### config.mk
export PLATFORM = sky130hd
export DESIGN_NAME = module_disable_bank
export DESIGN_NICKNAME = d
export VERILOG_FILES = /design/src/rtl/module_disable_pkg.sv /design/src/rtl/module_disable_bank.sv
export SDC_FILE = /design/constraint.sdc
export NUM_CORES = 1
export LEC_CHECK = 0
export ABC_AREA = 1
export BUFFER_PORTS_ARGS = -buffer_cell sky130_fd_sc_hd__buf_2
export CAP_MARGIN = 20
export CORE_MARGIN = 1
export CORE_UTILIZATION = 40
export CTS_CLUSTER_SIZE = 20
export DETAILED_ROUTE_END_ITERATION = 8
export SKIP_CTS_REPAIR_TIMING = 1
export SYNTH_ARGS = -nofsm -noshare
export SYNTH_HDL_FRONTEND = slang
export SYNTH_SLANG_ARGS = --single-unit
### constraint.sdc
create_clock -name clk_i -period 3.67 [get_ports clk_i]
set_input_delay 0.367 -clock clk_i [delete_from_list [all_inputs] [get_ports clk_i]]
set_output_delay 0.367 -clock clk_i [all_outputs]
set_load 0.01 [all_outputs]
### src/rtl/module_disable_pkg.sv
// shared constants for the peripheral module-disable register bank
package module_disable_pkg;

  localparam int unsigned ADDR_W = 5;
  localparam int unsigned DATA_W = 32;
  localparam int unsigned REG_W  = 16;
  localparam int unsigned NREG   = 7;

  // byte offsets of the disable registers (one 32-bit word each)
  localparam logic [4:0] OFF_MD1 = 5'h00;
  localparam logic [4:0] OFF_MD2 = 5'h04;
  localparam logic [4:0] OFF_MD3 = 5'h08;
  localparam logic [4:0] OFF_MD4 = 5'h0C;
  localparam logic [4:0] OFF_MD6 = 5'h10;
  localparam logic [4:0] OFF_MD7 = 5'h14;
  localparam logic [4:0] OFF_MD8 = 5'h18;

  // implemented-bit masks
  localparam logic [15:0] MASK_MD1 = 16'h0EFB;
  localparam logic [15:0] MASK_MD2 = 16'h01FF;
  localparam logic [15:0] MASK_MD3 = 16'h01AE;
  localparam logic [15:0] MASK_MD4 = 16'h0008;
  localparam logic [15:0] MASK_MD6 = 16'h0F01;
  localparam logic [15:0] MASK_MD7 = 16'h0708;
  localparam logic [15:0] MASK_MD8 = 16'h393E;

  localparam logic [15:0] RST_MD = 16'h0000;

  // register 1 fields
  localparam int unsigned B_TIMER1  = 11;
  localparam int unsigned B_QEI1    = 10;
  localparam int unsigned B_PWM     = 9;
  localparam int unsigned B_I2C1    = 7;
  localparam int unsigned B_UART2   = 6;
  localparam int unsigned B_UART1   = 5;
  localparam int unsigned B_SPI2    = 4;
  localparam int unsigned B_SPI1    = 3;
  localparam int unsigned B_CAN1    = 1;
  localparam int unsigned B_ADC     = 0;
  // register 2: capture/compare units 1..9 at bits 0..8
  localparam int unsigned B_CCP1    = 0;
  // register 3
  localparam int unsigned B_PMP     = 8;
  localparam int unsigned B_CRC     = 7;
  localparam int unsigned B_QEI2    = 5;
  localparam int unsigned B_UART3   = 3;
  localparam int unsigned B_I2C3    = 2;
  localparam int unsigned B_I2C2    = 1;
  // register 4
  localparam int unsigned B_REFO    = 3;
  // register 6: dma channels 0..3 at bits 8..11
  localparam int unsigned B_DMA0    = 8;
  localparam int unsigned B_SPI3    = 0;
  // register 7
  localparam int unsigned B_CMP1    = 8;
  localparam int unsigned B_PTG     = 3;
  // register 8
  localparam int unsigned B_OPAMP   = 13;
  localparam int unsigned B_SENT2   = 12;
  localparam int unsigned B_SENT1   = 11;
  localparam int unsigned B_DMT     = 8;
  localparam int unsigned B_CLC1    = 2;
  localparam int unsigned B_BIAS    = 1;

  // change reaches the module one instruction cycle after the write
  localparam int unsigned INSTR_CYCLE_NS = 8;
  localparam int unsigned CLK_PERIOD_NS  = 8;
  localparam int unsigned APPLY_CYCLES   =
    (INSTR_CYCLE_NS + CLK_PERIOD_NS - 1) / CLK_PERIOD_NS;

endpackage

### src/rtl/module_disable_bank.sv
// peripheral module-disable register bank with glitch-free clock-gate enables
//
// How it works
// - bit one disables module, zero enables it
// - unimplemented bits read zero, writes ignored
// - reg1 bits 11,10,9: timer1, quad1, pwm
// - reg1 bits 7..3: i2c1,uart2,uart1,spi2,spi1
// - reg1 bit1 can1, bit0 adc
// - reg2 bit8 capture/compare unit 9
// - reg2 bits 7..0 capture/compare 8..1
// - reg3 bit8 parallel master port
// - reg3 bit7 crc, bit6 unimplemented
// - reg3 bit5 quad decoder 2
// - reg3 bits 3,2,1: uart3,i2c3,i2c2
// - reg4 only bit3, reference clock output
// - reg6 bits 11..8 dma channels 3..0
// - reg6 bit0 spi3, others unimplemented
// - reg7 bits 10,9,8 comparators 3,2,1
// - reg7 bit3 trigger generator
// - reg8 bit13 disables all op amps
// - reg8 bits 12,11 sent 2,1
// - reg8 bit8 deadman timer
// - reg8 bit1 current source, bit0 unimplemented
// - disabled module's clocks all stopped
// - change takes effect one instruction cycle later
// - reg1 and reg3 modules get a run enable, set only if enabled and present
//
// Design decisions made here: the Avalon-MM slave port and the register addresses.
`timescale 1ns/10ps

module module_disable_bank #(
  parameter logic [15:0] PRESENT_MD1 = 16'hFFFF,
  parameter logic [15:0] PRESENT_MD3 = 16'hFFFF
) (
  input  wire logic        clk_i,
  input  wire logic        resetn_i,
  input  wire logic [4:0]  avs_address_i,
  input  wire logic        avs_read_i,
  input  wire logic        avs_write_i,
  input  wire logic [31:0] avs_writedata_i,
  input  wire logic [3:0]  avs_byteenable_i,
  output logic      [31:0] avs_readdata_o,
  output logic             avs_waitrequest_o,
  output logic      [1:0]  avs_response_o,
  output logic             timer1_off_o,
  output logic             quad_decoder1_off_o,
  output logic             pwm_block_off_o,
  output logic             i2c_port1_off_o,
  output logic             uart_port2_off_o,
  output logic             uart_port1_off_o,
  output logic             spi_port2_off_o,
  output logic             spi_port1_off_o,
  output logic             can_port1_off_o,
  output logic             adc_block_off_o,
  output logic      [8:0]  capcomp_off_o,
  output logic             parallel_port_off_o,
  output logic             crc_block_off_o,
  output logic             quad_decoder2_off_o,
  output logic             uart_port3_off_o,
  output logic             i2c_port3_off_o,
  output logic             i2c_port2_off_o,
  output logic             ref_clock_out_off_o,
  output logic      [3:0]  dma_chan_off_o,
  output logic             spi_port3_off_o,
  output logic      [2:0]  comparator_off_o,
  output logic             trigger_gen_off_o,
  output logic             op_amps_off_o,
  output logic             sent_port2_off_o,
  output logic             sent_port1_off_o,
  output logic             deadman_timer_off_o,
  output logic      [3:0]  logic_cell_off_o,
  output logic             current_source_off_o,
  output logic      [15:0] module_run_md1_o,
  output logic      [15:0] module_run_md3_o
);

  typedef enum logic [1:0] {
    BUS_IDLE = 2'b01,
    BUS_ACK  = 2'b10
  } bus_state_t;

  bus_state_t  bus_reg;
  logic [15:0] md_reg   [module_disable_pkg::NREG];
  logic [15:0] md_mask  [module_disable_pkg::NREG];
  logic [15:0] wr_val;
  logic [15:0] rd_val;
  logic [module_disable_pkg::NREG-1:0] wr_en;
  logic [2:0]  sel;
  logic        sel_hit;
  logic        req;

  assign md_mask[0] = module_disable_pkg::MASK_MD1;
  assign md_mask[1] = module_disable_pkg::MASK_MD2;
  assign md_mask[2] = module_disable_pkg::MASK_MD3;
  assign md_mask[3] = module_disable_pkg::MASK_MD4;
  assign md_mask[4] = module_disable_pkg::MASK_MD6;
  assign md_mask[5] = module_disable_pkg::MASK_MD7;
  assign md_mask[6] = module_disable_pkg::MASK_MD8;

  // address decode
  always_comb begin
    sel_hit = 1'b1;
    if (avs_address_i == module_disable_pkg::OFF_MD1) begin
      sel = 3'h0;
    end else if (avs_address_i == module_disable_pkg::OFF_MD2) begin
      sel = 3'h1;
    end else if (avs_address_i == module_disable_pkg::OFF_MD3) begin
      sel = 3'h2;
    end else if (avs_address_i == module_disable_pkg::OFF_MD4) begin
      sel = 3'h3;
    end else if (avs_address_i == module_disable_pkg::OFF_MD6) begin
      sel = 3'h4;
    end else if (avs_address_i == module_disable_pkg::OFF_MD7) begin
      sel = 3'h5;
    end else if (avs_address_i == module_disable_pkg::OFF_MD8) begin
      sel = 3'h6;
    end else begin
      sel     = 3'h0;
      sel_hit = 1'b0;
    end
  end

  assign req = (avs_read_i | avs_write_i) & (bus_reg == BUS_IDLE);

  // byte-lane merge; only implemented bits take the written value
  always_comb begin
    wr_val = md_reg[sel];
    if (avs_byteenable_i[0]) begin
      wr_val[7:0] = avs_writedata_i[7:0];
    end
    if (avs_byteenable_i[1]) begin
      wr_val[15:8] = avs_writedata_i[15:8];
    end
    wr_val = wr_val & md_mask[sel];
  end

  // read value of the addressed register, implemented bits only
  always_comb begin
    rd_val = 16'h0000;
    if (avs_read_i && sel_hit) begin
      rd_val = md_reg[sel] & md_mask[sel];
    end
  end

  // bus sequencer: one answer cycle follows every taken request
  always_ff @(posedge clk_i or negedge resetn_i) begin
    if (!resetn_i) begin
      bus_reg <= BUS_IDLE;
    end else begin
      case (bus_reg)
        BUS_IDLE: begin
          if (req) begin
            bus_reg <= BUS_ACK;
          end
        end
        BUS_ACK: begin
          bus_reg <= BUS_IDLE;
        end
        default: begin
          bus_reg <= BUS_IDLE;
        end
      endcase
    end
  end

  // waitrequest is low only in the answer cycle
  always_ff @(posedge clk_i or negedge resetn_i) begin
    if (!resetn_i) begin
      avs_waitrequest_o <= 1'b1;
    end else begin
      avs_waitrequest_o <= ~req;
    end
  end

  always_ff @(posedge clk_i or negedge resetn_i) begin
    if (!resetn_i) begin
      avs_response_o <= 2'h0;
    end else if (req && !sel_hit) begin
      avs_response_o <= 2'h3;
    end else begin
      avs_response_o <= 2'h0;
    end
  end

  // read data keep their value after the answer cycle
  always_ff @(posedge clk_i or negedge resetn_i) begin
    if (!resetn_i) begin
      avs_readdata_o <= 32'h0000_0000;
    end else if (req) begin
      avs_readdata_o <= {16'h0000, rd_val};
    end
  end

  // register file; write lands at the edge that issues the answer
  generate
    for (genvar g = 0; g < module_disable_pkg::NREG; g++) begin : g_md
      assign wr_en[g] = req & avs_write_i & sel_hit & (sel == 3'(g));
      always_ff @(posedge clk_i or negedge resetn_i) begin
        if (!resetn_i) begin
          md_reg[g] <= module_disable_pkg::RST_MD;
        end else if (wr_en[g]) begin
          md_reg[g] <= wr_val;
        end
      end
    end
  endgenerate

  // outputs registered once more: visible one cycle after the write,
  // and as flop outputs they feed latch-based clock gates without runts
  always_ff @(posedge clk_i or negedge resetn_i) begin
    if (!resetn_i) begin
      timer1_off_o        <= 1'b0;
      quad_decoder1_off_o <= 1'b0;
      pwm_block_off_o     <= 1'b0;
    end else begin
      timer1_off_o        <= md_reg[0][module_disable_pkg::B_TIMER1];
      quad_decoder1_off_o <= md_reg[0][module_disable_pkg::B_QEI1];
      pwm_block_off_o     <= md_reg[0][module_disable_pkg::B_PWM];
    end
  end

  always_ff @(posedge clk_i or negedge resetn_i) begin
    if (!resetn_i) begin
      i2c_port1_off_o  <= 1'b0;
      uart_port2_off_o <= 1'b0;
      uart_port1_off_o <= 1'b0;
      spi_port2_off_o  <= 1'b0;
      spi_port1_off_o  <= 1'b0;
    end else begin
      i2c_port1_off_o  <= md_reg[0][module_disable_pkg::B_I2C1];
      uart_port2_off_o <= md_reg[0][module_disable_pkg::B_UART2];
      uart_port1_off_o <= md_reg[0][module_disable_pkg::B_UART1];
      spi_port2_off_o  <= md_reg[0][module_disable_pkg::B_SPI2];
      spi_port1_off_o  <= md_reg[0][module_disable_pkg::B_SPI1];
    end
  end

  always_ff @(posedge clk_i or negedge resetn_i) begin
    if (!resetn_i) begin
      can_port1_off_o <= 1'b0;
      adc_block_off_o <= 1'b0;
    end else begin
      can_port1_off_o <= md_reg[0][module_disable_pkg::B_CAN1];
      adc_block_off_o <= md_reg[0][module_disable_pkg::B_ADC];
    end
  end

  always_ff @(posedge clk_i or negedge resetn_i) begin
    if (!resetn_i) begin
      capcomp_off_o <= 9'h000;
    end else begin
      capcomp_off_o <= md_reg[1][module_disable_pkg::B_CCP1 +: 9];
    end
  end

  always_ff @(posedge clk_i or negedge resetn_i) begin
    if (!resetn_i) begin
      parallel_port_off_o <= 1'b0;
      crc_block_off_o     <= 1'b0;
      quad_decoder2_off_o <= 1'b0;
    end else begin
      parallel_port_off_o <= md_reg[2][module_disable_pkg::B_PMP];
      crc_block_off_o     <= md_reg[2][module_disable_pkg::B_CRC];
      quad_decoder2_off_o <= md_reg[2][module_disable_pkg::B_QEI2];
    end
  end

  always_ff @(posedge clk_i or negedge resetn_i) begin
    if (!resetn_i) begin
      uart_port3_off_o <= 1'b0;
      i2c_port3_off_o  <= 1'b0;
      i2c_port2_off_o  <= 1'b0;
    end else begin
      uart_port3_off_o <= md_reg[2][module_disable_pkg::B_UART3];
      i2c_port3_off_o  <= md_reg[2][module_disable_pkg::B_I2C3];
      i2c_port2_off_o  <= md_reg[2][module_disable_pkg::B_I2C2];
    end
  end

  always_ff @(posedge clk_i or negedge resetn_i) begin
    if (!resetn_i) begin
      ref_clock_out_off_o <= 1'b0;
    end else begin
      ref_clock_out_off_o <= md_reg[3][module_disable_pkg::B_REFO];
    end
  end

  always_ff @(posedge clk_i or negedge resetn_i) begin
    if (!resetn_i) begin
      dma_chan_off_o <= 4'h0;
    end else begin
      dma_chan_off_o <= md_reg[4][module_disable_pkg::B_DMA0 +: 4];
    end
  end

  always_ff @(posedge clk_i or negedge resetn_i) begin
    if (!resetn_i) begin
      spi_port3_off_o <= 1'b0;
    end else begin
      spi_port3_off_o <= md_reg[4][module_disable_pkg::B_SPI3];
    end
  end

  always_ff @(posedge clk_i or negedge resetn_i) begin
    if (!resetn_i) begin
      comparator_off_o <= 3'h0;
    end else begin
      comparator_off_o <= md_reg[5][module_disable_pkg::B_CMP1 +: 3];
    end
  end

  always_ff @(posedge clk_i or negedge resetn_i) begin
    if (!resetn_i) begin
      trigger_gen_off_o <= 1'b0;
    end else begin
      trigger_gen_off_o <= md_reg[5][module_disable_pkg::B_PTG];
    end
  end

  always_ff @(posedge clk_i or negedge resetn_i) begin
    if (!resetn_i) begin
      op_amps_off_o    <= 1'b0;
      sent_port2_off_o <= 1'b0;
      sent_port1_off_o <= 1'b0;
    end else begin
      op_amps_off_o    <= md_reg[6][module_disable_pkg::B_OPAMP];
      sent_port2_off_o <= md_reg[6][module_disable_pkg::B_SENT2];
      sent_port1_off_o <= md_reg[6][module_disable_pkg::B_SENT1];
    end
  end

  always_ff @(posedge clk_i or negedge resetn_i) begin
    if (!resetn_i) begin
      deadman_timer_off_o <= 1'b0;
    end else begin
      deadman_timer_off_o <= md_reg[6][module_disable_pkg::B_DMT];
    end
  end

  always_ff @(posedge clk_i or negedge resetn_i) begin
    if (!resetn_i) begin
      logic_cell_off_o     <= 4'h0;
      current_source_off_o <= 1'b0;
    end else begin
      logic_cell_off_o     <= md_reg[6][module_disable_pkg::B_CLC1 +: 4];
      current_source_off_o <= md_reg[6][module_disable_pkg::B_BIAS];
    end
  end

  // run enables combine presence with the disable bit
  always_ff @(posedge clk_i or negedge resetn_i) begin
    if (!resetn_i) begin
      module_run_md1_o <= 16'h0000;
    end else begin
      module_run_md1_o <= PRESENT_MD1 & module_disable_pkg::MASK_MD1 & ~md_reg[0];
    end
  end

  always_ff @(posedge clk_i or negedge resetn_i) begin
    if (!resetn_i) begin
      module_run_md3_o <= 16'h0000;
    end else begin
      module_run_md3_o <= PRESENT_MD3 & module_disable_pkg::MASK_MD3 & ~md_reg[2];
    end
  end

endmodule // module_disable_bank

Word-level counts from Yosys, hierarchy flattened --
Memories as Yosys holds them, arrays and structs flattened. Index checks and enable logic that the tools add are counted.
Cells by class: bitwise gates (word level) 17, reduce and logical (&&, ||, !) cells 5, mux-type cells 25, eq/ne operators 14, magnitude comparators 1
Operators by type and width (count):
- $mux W16 | 5
- $bmux W16 S3 | 1
- $and A16 B16 Y16 | 2
- $mux W3 | 7
- $mux W8 | 2
- $eq A5 B5 Y1 const B | 3
- $not A12 Y12 | 1
- $and A1 B1 Y1 | 10
- $eq A5 B4 Y1 const B | 2
- $eq A3 B3 Y1 const B | 3
- $not A9 Y9 | 1
- $mux W1 | 7
- $eq A3 B2 Y1 const B | 2
- $mux W2 | 3
- $eq A5 B3 Y1 const B | 1
- $logic_not A5 Y1 | 1
- $ge A4 B4 Y1 const B | 1
- $not A3 Y4 | 1
- $eq A3 B1 Y1 const B | 1
- $logic_not A3 Y1 | 1
- $eq A2 B1 Y1 const B | 1
- $logic_and A1 B1 Y1 | 2
- $ne A2 B2 Y1 const B | 1
- $logic_not A1 Y1 | 1
- 2 further kinds | 2
Storage, ports and cells: word-level logic and storage cells 104, bits in read-only memories 128, register bits after elaboration 193, output and inout port bits 111, memories 1
Memory list:
- (no name shown) | depth 8, bits a word 16, read ports 1, clocked after memory_dff 0, write ports 0, line module_disable_bank.sv:141 | rd_val = md_reg[sel] & md_mask[sel];

Depth between registers and ports, before layout --
depth after elaboration 14, depth in mapped cells 13, gate-level depth less buffers 11

Worst setup path before layout --
No wires, ideal clock.
kind input to register, start point input port avs_address_i[2], end point register md_reg[40] (netlist name), path buffers 3, path slack 1.679 ns, library setup time 0.118 ns, stages 13, arrival time 1.873 ns, cells stage by stage buf_4 -> nand2_1 -> nand3_1 -> buf_2 -> ha_1 -> inv_1 -> nor2_1 -> inv_1 -> nor2_2 -> inv_1 -> buf_2 -> nand2_1 -> nand2_1
Between the ends: longest elaborated chain between the ends 14, elaborated cells between the ends (all ways) 33, classes of those cells eq/ne: 7; mux: 20; bitwise: 4; reduce/logical: 1; memory: 1
Ends and longest elaborated chain:
- start: declaration | line module_disable_bank.sv:37 | input wire logic [4:0] avs_address_i,
- $eq A5 B5 Y1 | line module_disable_bank.sv:115 | end else if (avs_address_i == module_disable_pkg::OFF_MD8) begin
- $mux W3 | line module_disable_bank.sv:115
- $mux W3 | line module_disable_bank.sv:113 | end else if (avs_address_i == module_disable_pkg::OFF_MD7) begin
- $mux W3 | line module_disable_bank.sv:111 | end else if (avs_address_i == module_disable_pkg::OFF_MD6) begin
- $mux W3 | line module_disable_bank.sv:109 | end else if (avs_address_i == module_disable_pkg::OFF_MD4) begin
- $mux W3 | line module_disable_bank.sv:107 | end else if (avs_address_i == module_disable_pkg::OFF_MD3) begin
- $mux W3 | line module_disable_bank.sv:105 | end else if (avs_address_i == module_disable_pkg::OFF_MD2) begin
- $mux W3 | line module_disable_bank.sv:103 | if (avs_address_i == module_disable_pkg::OFF_MD1) begin
- $not A3 Y4 (not written as such) | line module_disable_bank.sv:127, module_disable_bank.sv:134
- $bmux W16 S3 | line module_disable_bank.sv:127 | wr_val = md_reg[sel];
- $mux W16 (not written as such) (2 in series) | line module_disable_bank.sv:127
- $mux W8 | line module_disable_bank.sv:131 | if (avs_byteenable_i[1]) begin
- $and A16 B16 Y16 | line module_disable_bank.sv:134 | wr_val = wr_val & md_mask[sel];
- end signal: indexed assignment | line module_disable_bank.sv:200 | md_reg[g] <= module_disable_pkg::RST_MD;
- end signal: indexed assignment | line module_disable_bank.sv:202 | md_reg[g] <= wr_val;
- end: declaration | line module_disable_bank.sv:83 | logic [15:0] md_reg [module_disable_pkg::NREG];
Parallel ways exist; a longest one is shown, timed or not. The select of a mux whose other input is x is not followed. A chain may end at the register's enable or synchronous reset.

Worst setup path in the final report --
start point input port avs_address_i[2], end point register md_reg[4] (netlist name)
Between the ends: longest elaborated chain between the ends 14, elaborated cells between the ends (all ways) 33, classes of those cells eq/ne: 7; mux: 20; bitwise: 4; reduce/logical: 1; memory: 1
Ends and longest elaborated chain:
- $eq A5 B5 Y1 | line module_disable_bank.sv:115
- $mux W3 | line module_disable_bank.sv:115
- $mux W3 | line module_disable_bank.sv:113
- $mux W3 | line module_disable_bank.sv:111
- $mux W3 | line module_disable_bank.sv:109
- $mux W3 | line module_disable_bank.sv:107
- $mux W3 | line module_disable_bank.sv:105
- $mux W3 | line module_disable_bank.sv:103
- $not A3 Y4 (not written as such) | line module_disable_bank.sv:127, module_disable_bank.sv:134
- $bmux W16 S3 | line module_disable_bank.sv:127
- $mux W16 (not written as such) (2 in series) | line module_disable_bank.sv:127
- $mux W8 | line module_disable_bank.sv:128 | if (avs_byteenable_i[0]) begin
- $and A16 B16 Y16 | line module_disable_bank.sv:134
Parallel ways exist; a longest one is shown, timed or not. The select of a mux whose other input is x is not followed.

==> key figures <==
Outcome
  • Outcome: finished, final reports clean

Logic synthesis
  • Synth Area in XOR/XNOR: 0
  • Mapped Avg Cell Area: 8.62 um^2
  • Post-synthesis mux area share: 0
  • Yosys Warn Count: 0
  • Synthesized area: 0.00805 mm^2
  • Register area share after synthesis: 0.548
  • Post-Synthesis Cells: 934
  • Synth Area in Compound Gates: 0.0267
  • Cell variety after synth: 32
  • Flops & latches, synth: 176
  • Largest family of logic cells by synthesized area: simple AND/OR/NAND/NOR gates
  • Synthesized-area fraction occupied by adder cells: 0.0140
  • Simple-Gate Fraction of Synth Area: 0.321

Cells and area
  • FILL cells: 1944
  • Fin area: 0.00943 mm^2
  • Layout Utilization: 0.482
  • Largest register FFs: 98
  • Register area: 0.00441 mm^2
  • Layout cells sized above 1: 0.203
  • NumNets Final: 1102
  • Antenna Cells: 0
  • Syn-to-layout area delta: 17.2%
  • Area occupied by multi-input gates: 0.00304 mm^2

Power
  • Logic pwr share: 0.173
  • Reg power frac: 0.453
  • PwrDens: 543 mW/mm^2
  • Net switching power: 1.54 mW
  • Cell Int Power: 3.58 mW
  • Peak VDD IR: 0.227 mV
  • Clk pwr share: 0.374
  • Pleak: 5.07 nW
  • Switching Share: 0.301

Timing
  • Fin Clk Skew: 0.0101 ns
  • Slew headroom: 0.559
  • Final period util: 0.661
  • Pin slew with the least headroom to its limit: 0.661 ns
  • Post-route setup TNS: 0 ns
  • Count of final hold-check violations: 0
  • Max-slew violations: 0
  • Count of final setup violators: 0
  • RSZ-0062 raised after global routing: false
  • Fmax: 0.412 GHz
  • Tmin final: 2.43 ns

Placement
  • Post-Place Cell Area: 0.00879 mm^2
  • Port Buffer Count: 101
  • GP Congestion: 0.878
  • HPWL Detailed: 14700 um

Detailed routing
  • DRT Wirelength: 21700 um
  • Drt pass-1 iters: 5
  • Vias: 6460
  • Vias per cell: 4.87
  • WL met1: 9830 um
  • Highest Signal Layer: met4
  • DRC violations left: 0
  • Met3 routed WL: 1360 um
  • Post-route ant nets: 0
  • Met2 WL: 10200 um
  • Routed len/inst: 16.3 um
  • 1st-iter DRT viols: 718

Clocking
  • Clk root buf: clkbuf_16
  • Clk_lat worst skew: 0.44 ns
  • H-tree levels: 4
  • Clock sinks: 176
  • CTS tree: done
  • Longest Clk Path Bufs: 2
  • CTS clk-pin slew, worst paths: 0.07 ns
  • CTS buffer count: 17

Global route
  • Initial antenna violation count: 0
  • Gr ovfl total: 0
  • First-pass GRT wire length: 33800 um
  • Total GRT Usage: 0.223
  • Largest net degree at the start of global routing: 69
  • Number of global-route vias before repair: 5931

Hold path
  • Hold Crit Class: input port to register

Floorplan
  • Io pins: 156
  • Total die area: 0.0207 mm^2
  • Area of the core: 0.0196 mm^2
  • Die width: 144 um
  • # rows: 51
  • Initial Util: 0.411
  • DIE HEIGHT: 144 um

Job
  • MaxCap Viol Count: 0

Critical path
  • Startpoint Class: input port
  • Critical Path Fanout Max: 21
  • Critical path class: input port to register
  • Worst r2r src: bus_reg[0]$_DFFE_PN1P_
  • Worst setup path endpoint: md_reg[4]$_DFFE_PN0P_
  • R2r worst-path depth: 7
  • CP endpoint kind: register
  • CP Data Arrival Time: 2.80 ns
  • CP required: 4.05 ns
  • Critical Path Source: avs_address_i[2]
  • Worst r2r dst: avs_readdata_o[1]$_DFFE_PN0P_
  • Reg2Reg Setup Slack: 1.72 ns
## cell usage in the layout, fill, tap and decap left out, drive strengths merged, types with 3 or more instances in the layout
cell and instances:
nand3 145, nand4 23, o21ai 21, nor2 34, clkinv 4, clkbuf 17, bufinv 3, o21a 4
dfrtp 174, o31ai 4, nand2 367, ha 9, nor3 5, conb 34, inv 73, buf 135
## layout make-up
class,count,area share
clock buffer,17,0.0451
clock inverter,15,0.0215
inverter,67,0.0269
multi-input combinational,650,0.322
sequential,176,0.467
tap,265,0.0352
timing repair buffer,136,0.0824
## metal layers
metal,GRT usage,vias up
li1,-,3145
met1,0.311,3075
met5,0,-
met3,0.0493,18
met4,0.0689,0
met2,0.344,222
## power by group through the flow
stage               Combinational, mW  Sequential [mW]  Clock (mW)
detailed placement              0.889             2.35           0
finish                          0.888             2.32        1.91
global route                     1.01             2.36        2.03
floorplan                       0.484             2.42           0
global placement                0.882             2.35           0
CTS                             0.892             2.32        1.95
## worst max-delay path, cell delays in order
cell and delay, ns:
buf_2 0.35, buf_4 0.35, nand2_2 0.13, nand3_4 0.30
inv_4 0.15, ha_1 0.36, nor2_1 0.47, nand3_1 0.19
nand2_1 0.09
## worst min-delay path by stage
stage	slack (ns)	start	cells past startpoint	end
final	0.34	avs_read_i	3	bus_reg[1]$_DFFE_PN0P_
after global routing	0.34	avs_read_i	3	bus_reg[1]$_DFFE_PN0P_
after CTS	-0.05	resetn_i	1	md_reg[1]$_DFFE_PN0P_
after detailed placement	0.39	md_reg[99]$_DFFE_PN0P_	0	spi_port1_off_o$_DFF_PN0_
after global placement	0.39	md_reg[82]$_DFFE_PN0P_	0	capcomp_off_o[2]$_DFF_PN0_
after floorplan	0.07	resetn_i	0	adc_block_off_o$_DFF_PN0_
## per-stage QoR
| step | setup slack [ns] | hold WS (ns) | power (mW) | instances |
|---|---|---|---|---|
| after floorplan | 1.68 | 0.0714 | 2.90 | 967 |
| final | 1.24 | 0.338 | 5.12 | 1326 |
| after CTS | 1.31 | -0.0485 | 5.16 | 1325 |
| after global routing | 1.10 | 0.344 | 5.40 | 1326 |
| after detailed placement | 0.854 | 0.388 | 3.24 | 1293 |
| after global placement | 0.850 | 0.388 | 3.23 | 1293 |
## logic make-up (layout without fill, tap and decap cells)
kind of cell	after synthesis	count (layout)
simple gates	574	574
flops	176	176
fa+ha+maj	9	9
compound gates	33	33
buf+inv	141	235
other cells	1	34
## Yosys cell counts
library cell / instances / area (um^2)
o21ai_0: 14 / 70.1
inv_1: 58 / 218
nor3_4: 5 / 81.3
nor2_8: 1 / 20.0
o21ai_1: 1 / 5.00
o21a_1: 3 / 22.5
nand2_1: 357 / 1340
nor2_1: 22 / 82.6
nand4_1: 23 / 144
nand3_4: 2 / 35.0
buf_6: 3 / 33.8
o211ai_1: 1 / 7.51
clkbuf_1: 8 / 30.0
conb_1: 1 / 3.75
nand3_1: 142 / 711
nor2_2: 6 / 37.5
dfrtp_1: 174 / 4350
buf_2: 20 / 100
o21ai_2: 6 / 52.6
buf_4: 40 / 300
o22a_1: 1 / 8.76
ha_1: 9 / 113
nand2_2: 10 / 62.6
buf_1: 3 / 11.3
inv_4: 1 / 6.26
o21a_2: 1 / 8.76
dfstp_2: 2 / 52.6
nor2_4: 5 / 56.3
a21oi_1: 2 / 10.0
nand3_2: 1 / 10.0
o31ai_1: 4 / 30.0
inv_2: 8 / 30.0
No activity file was read; power rests on OpenSTA's default activity.
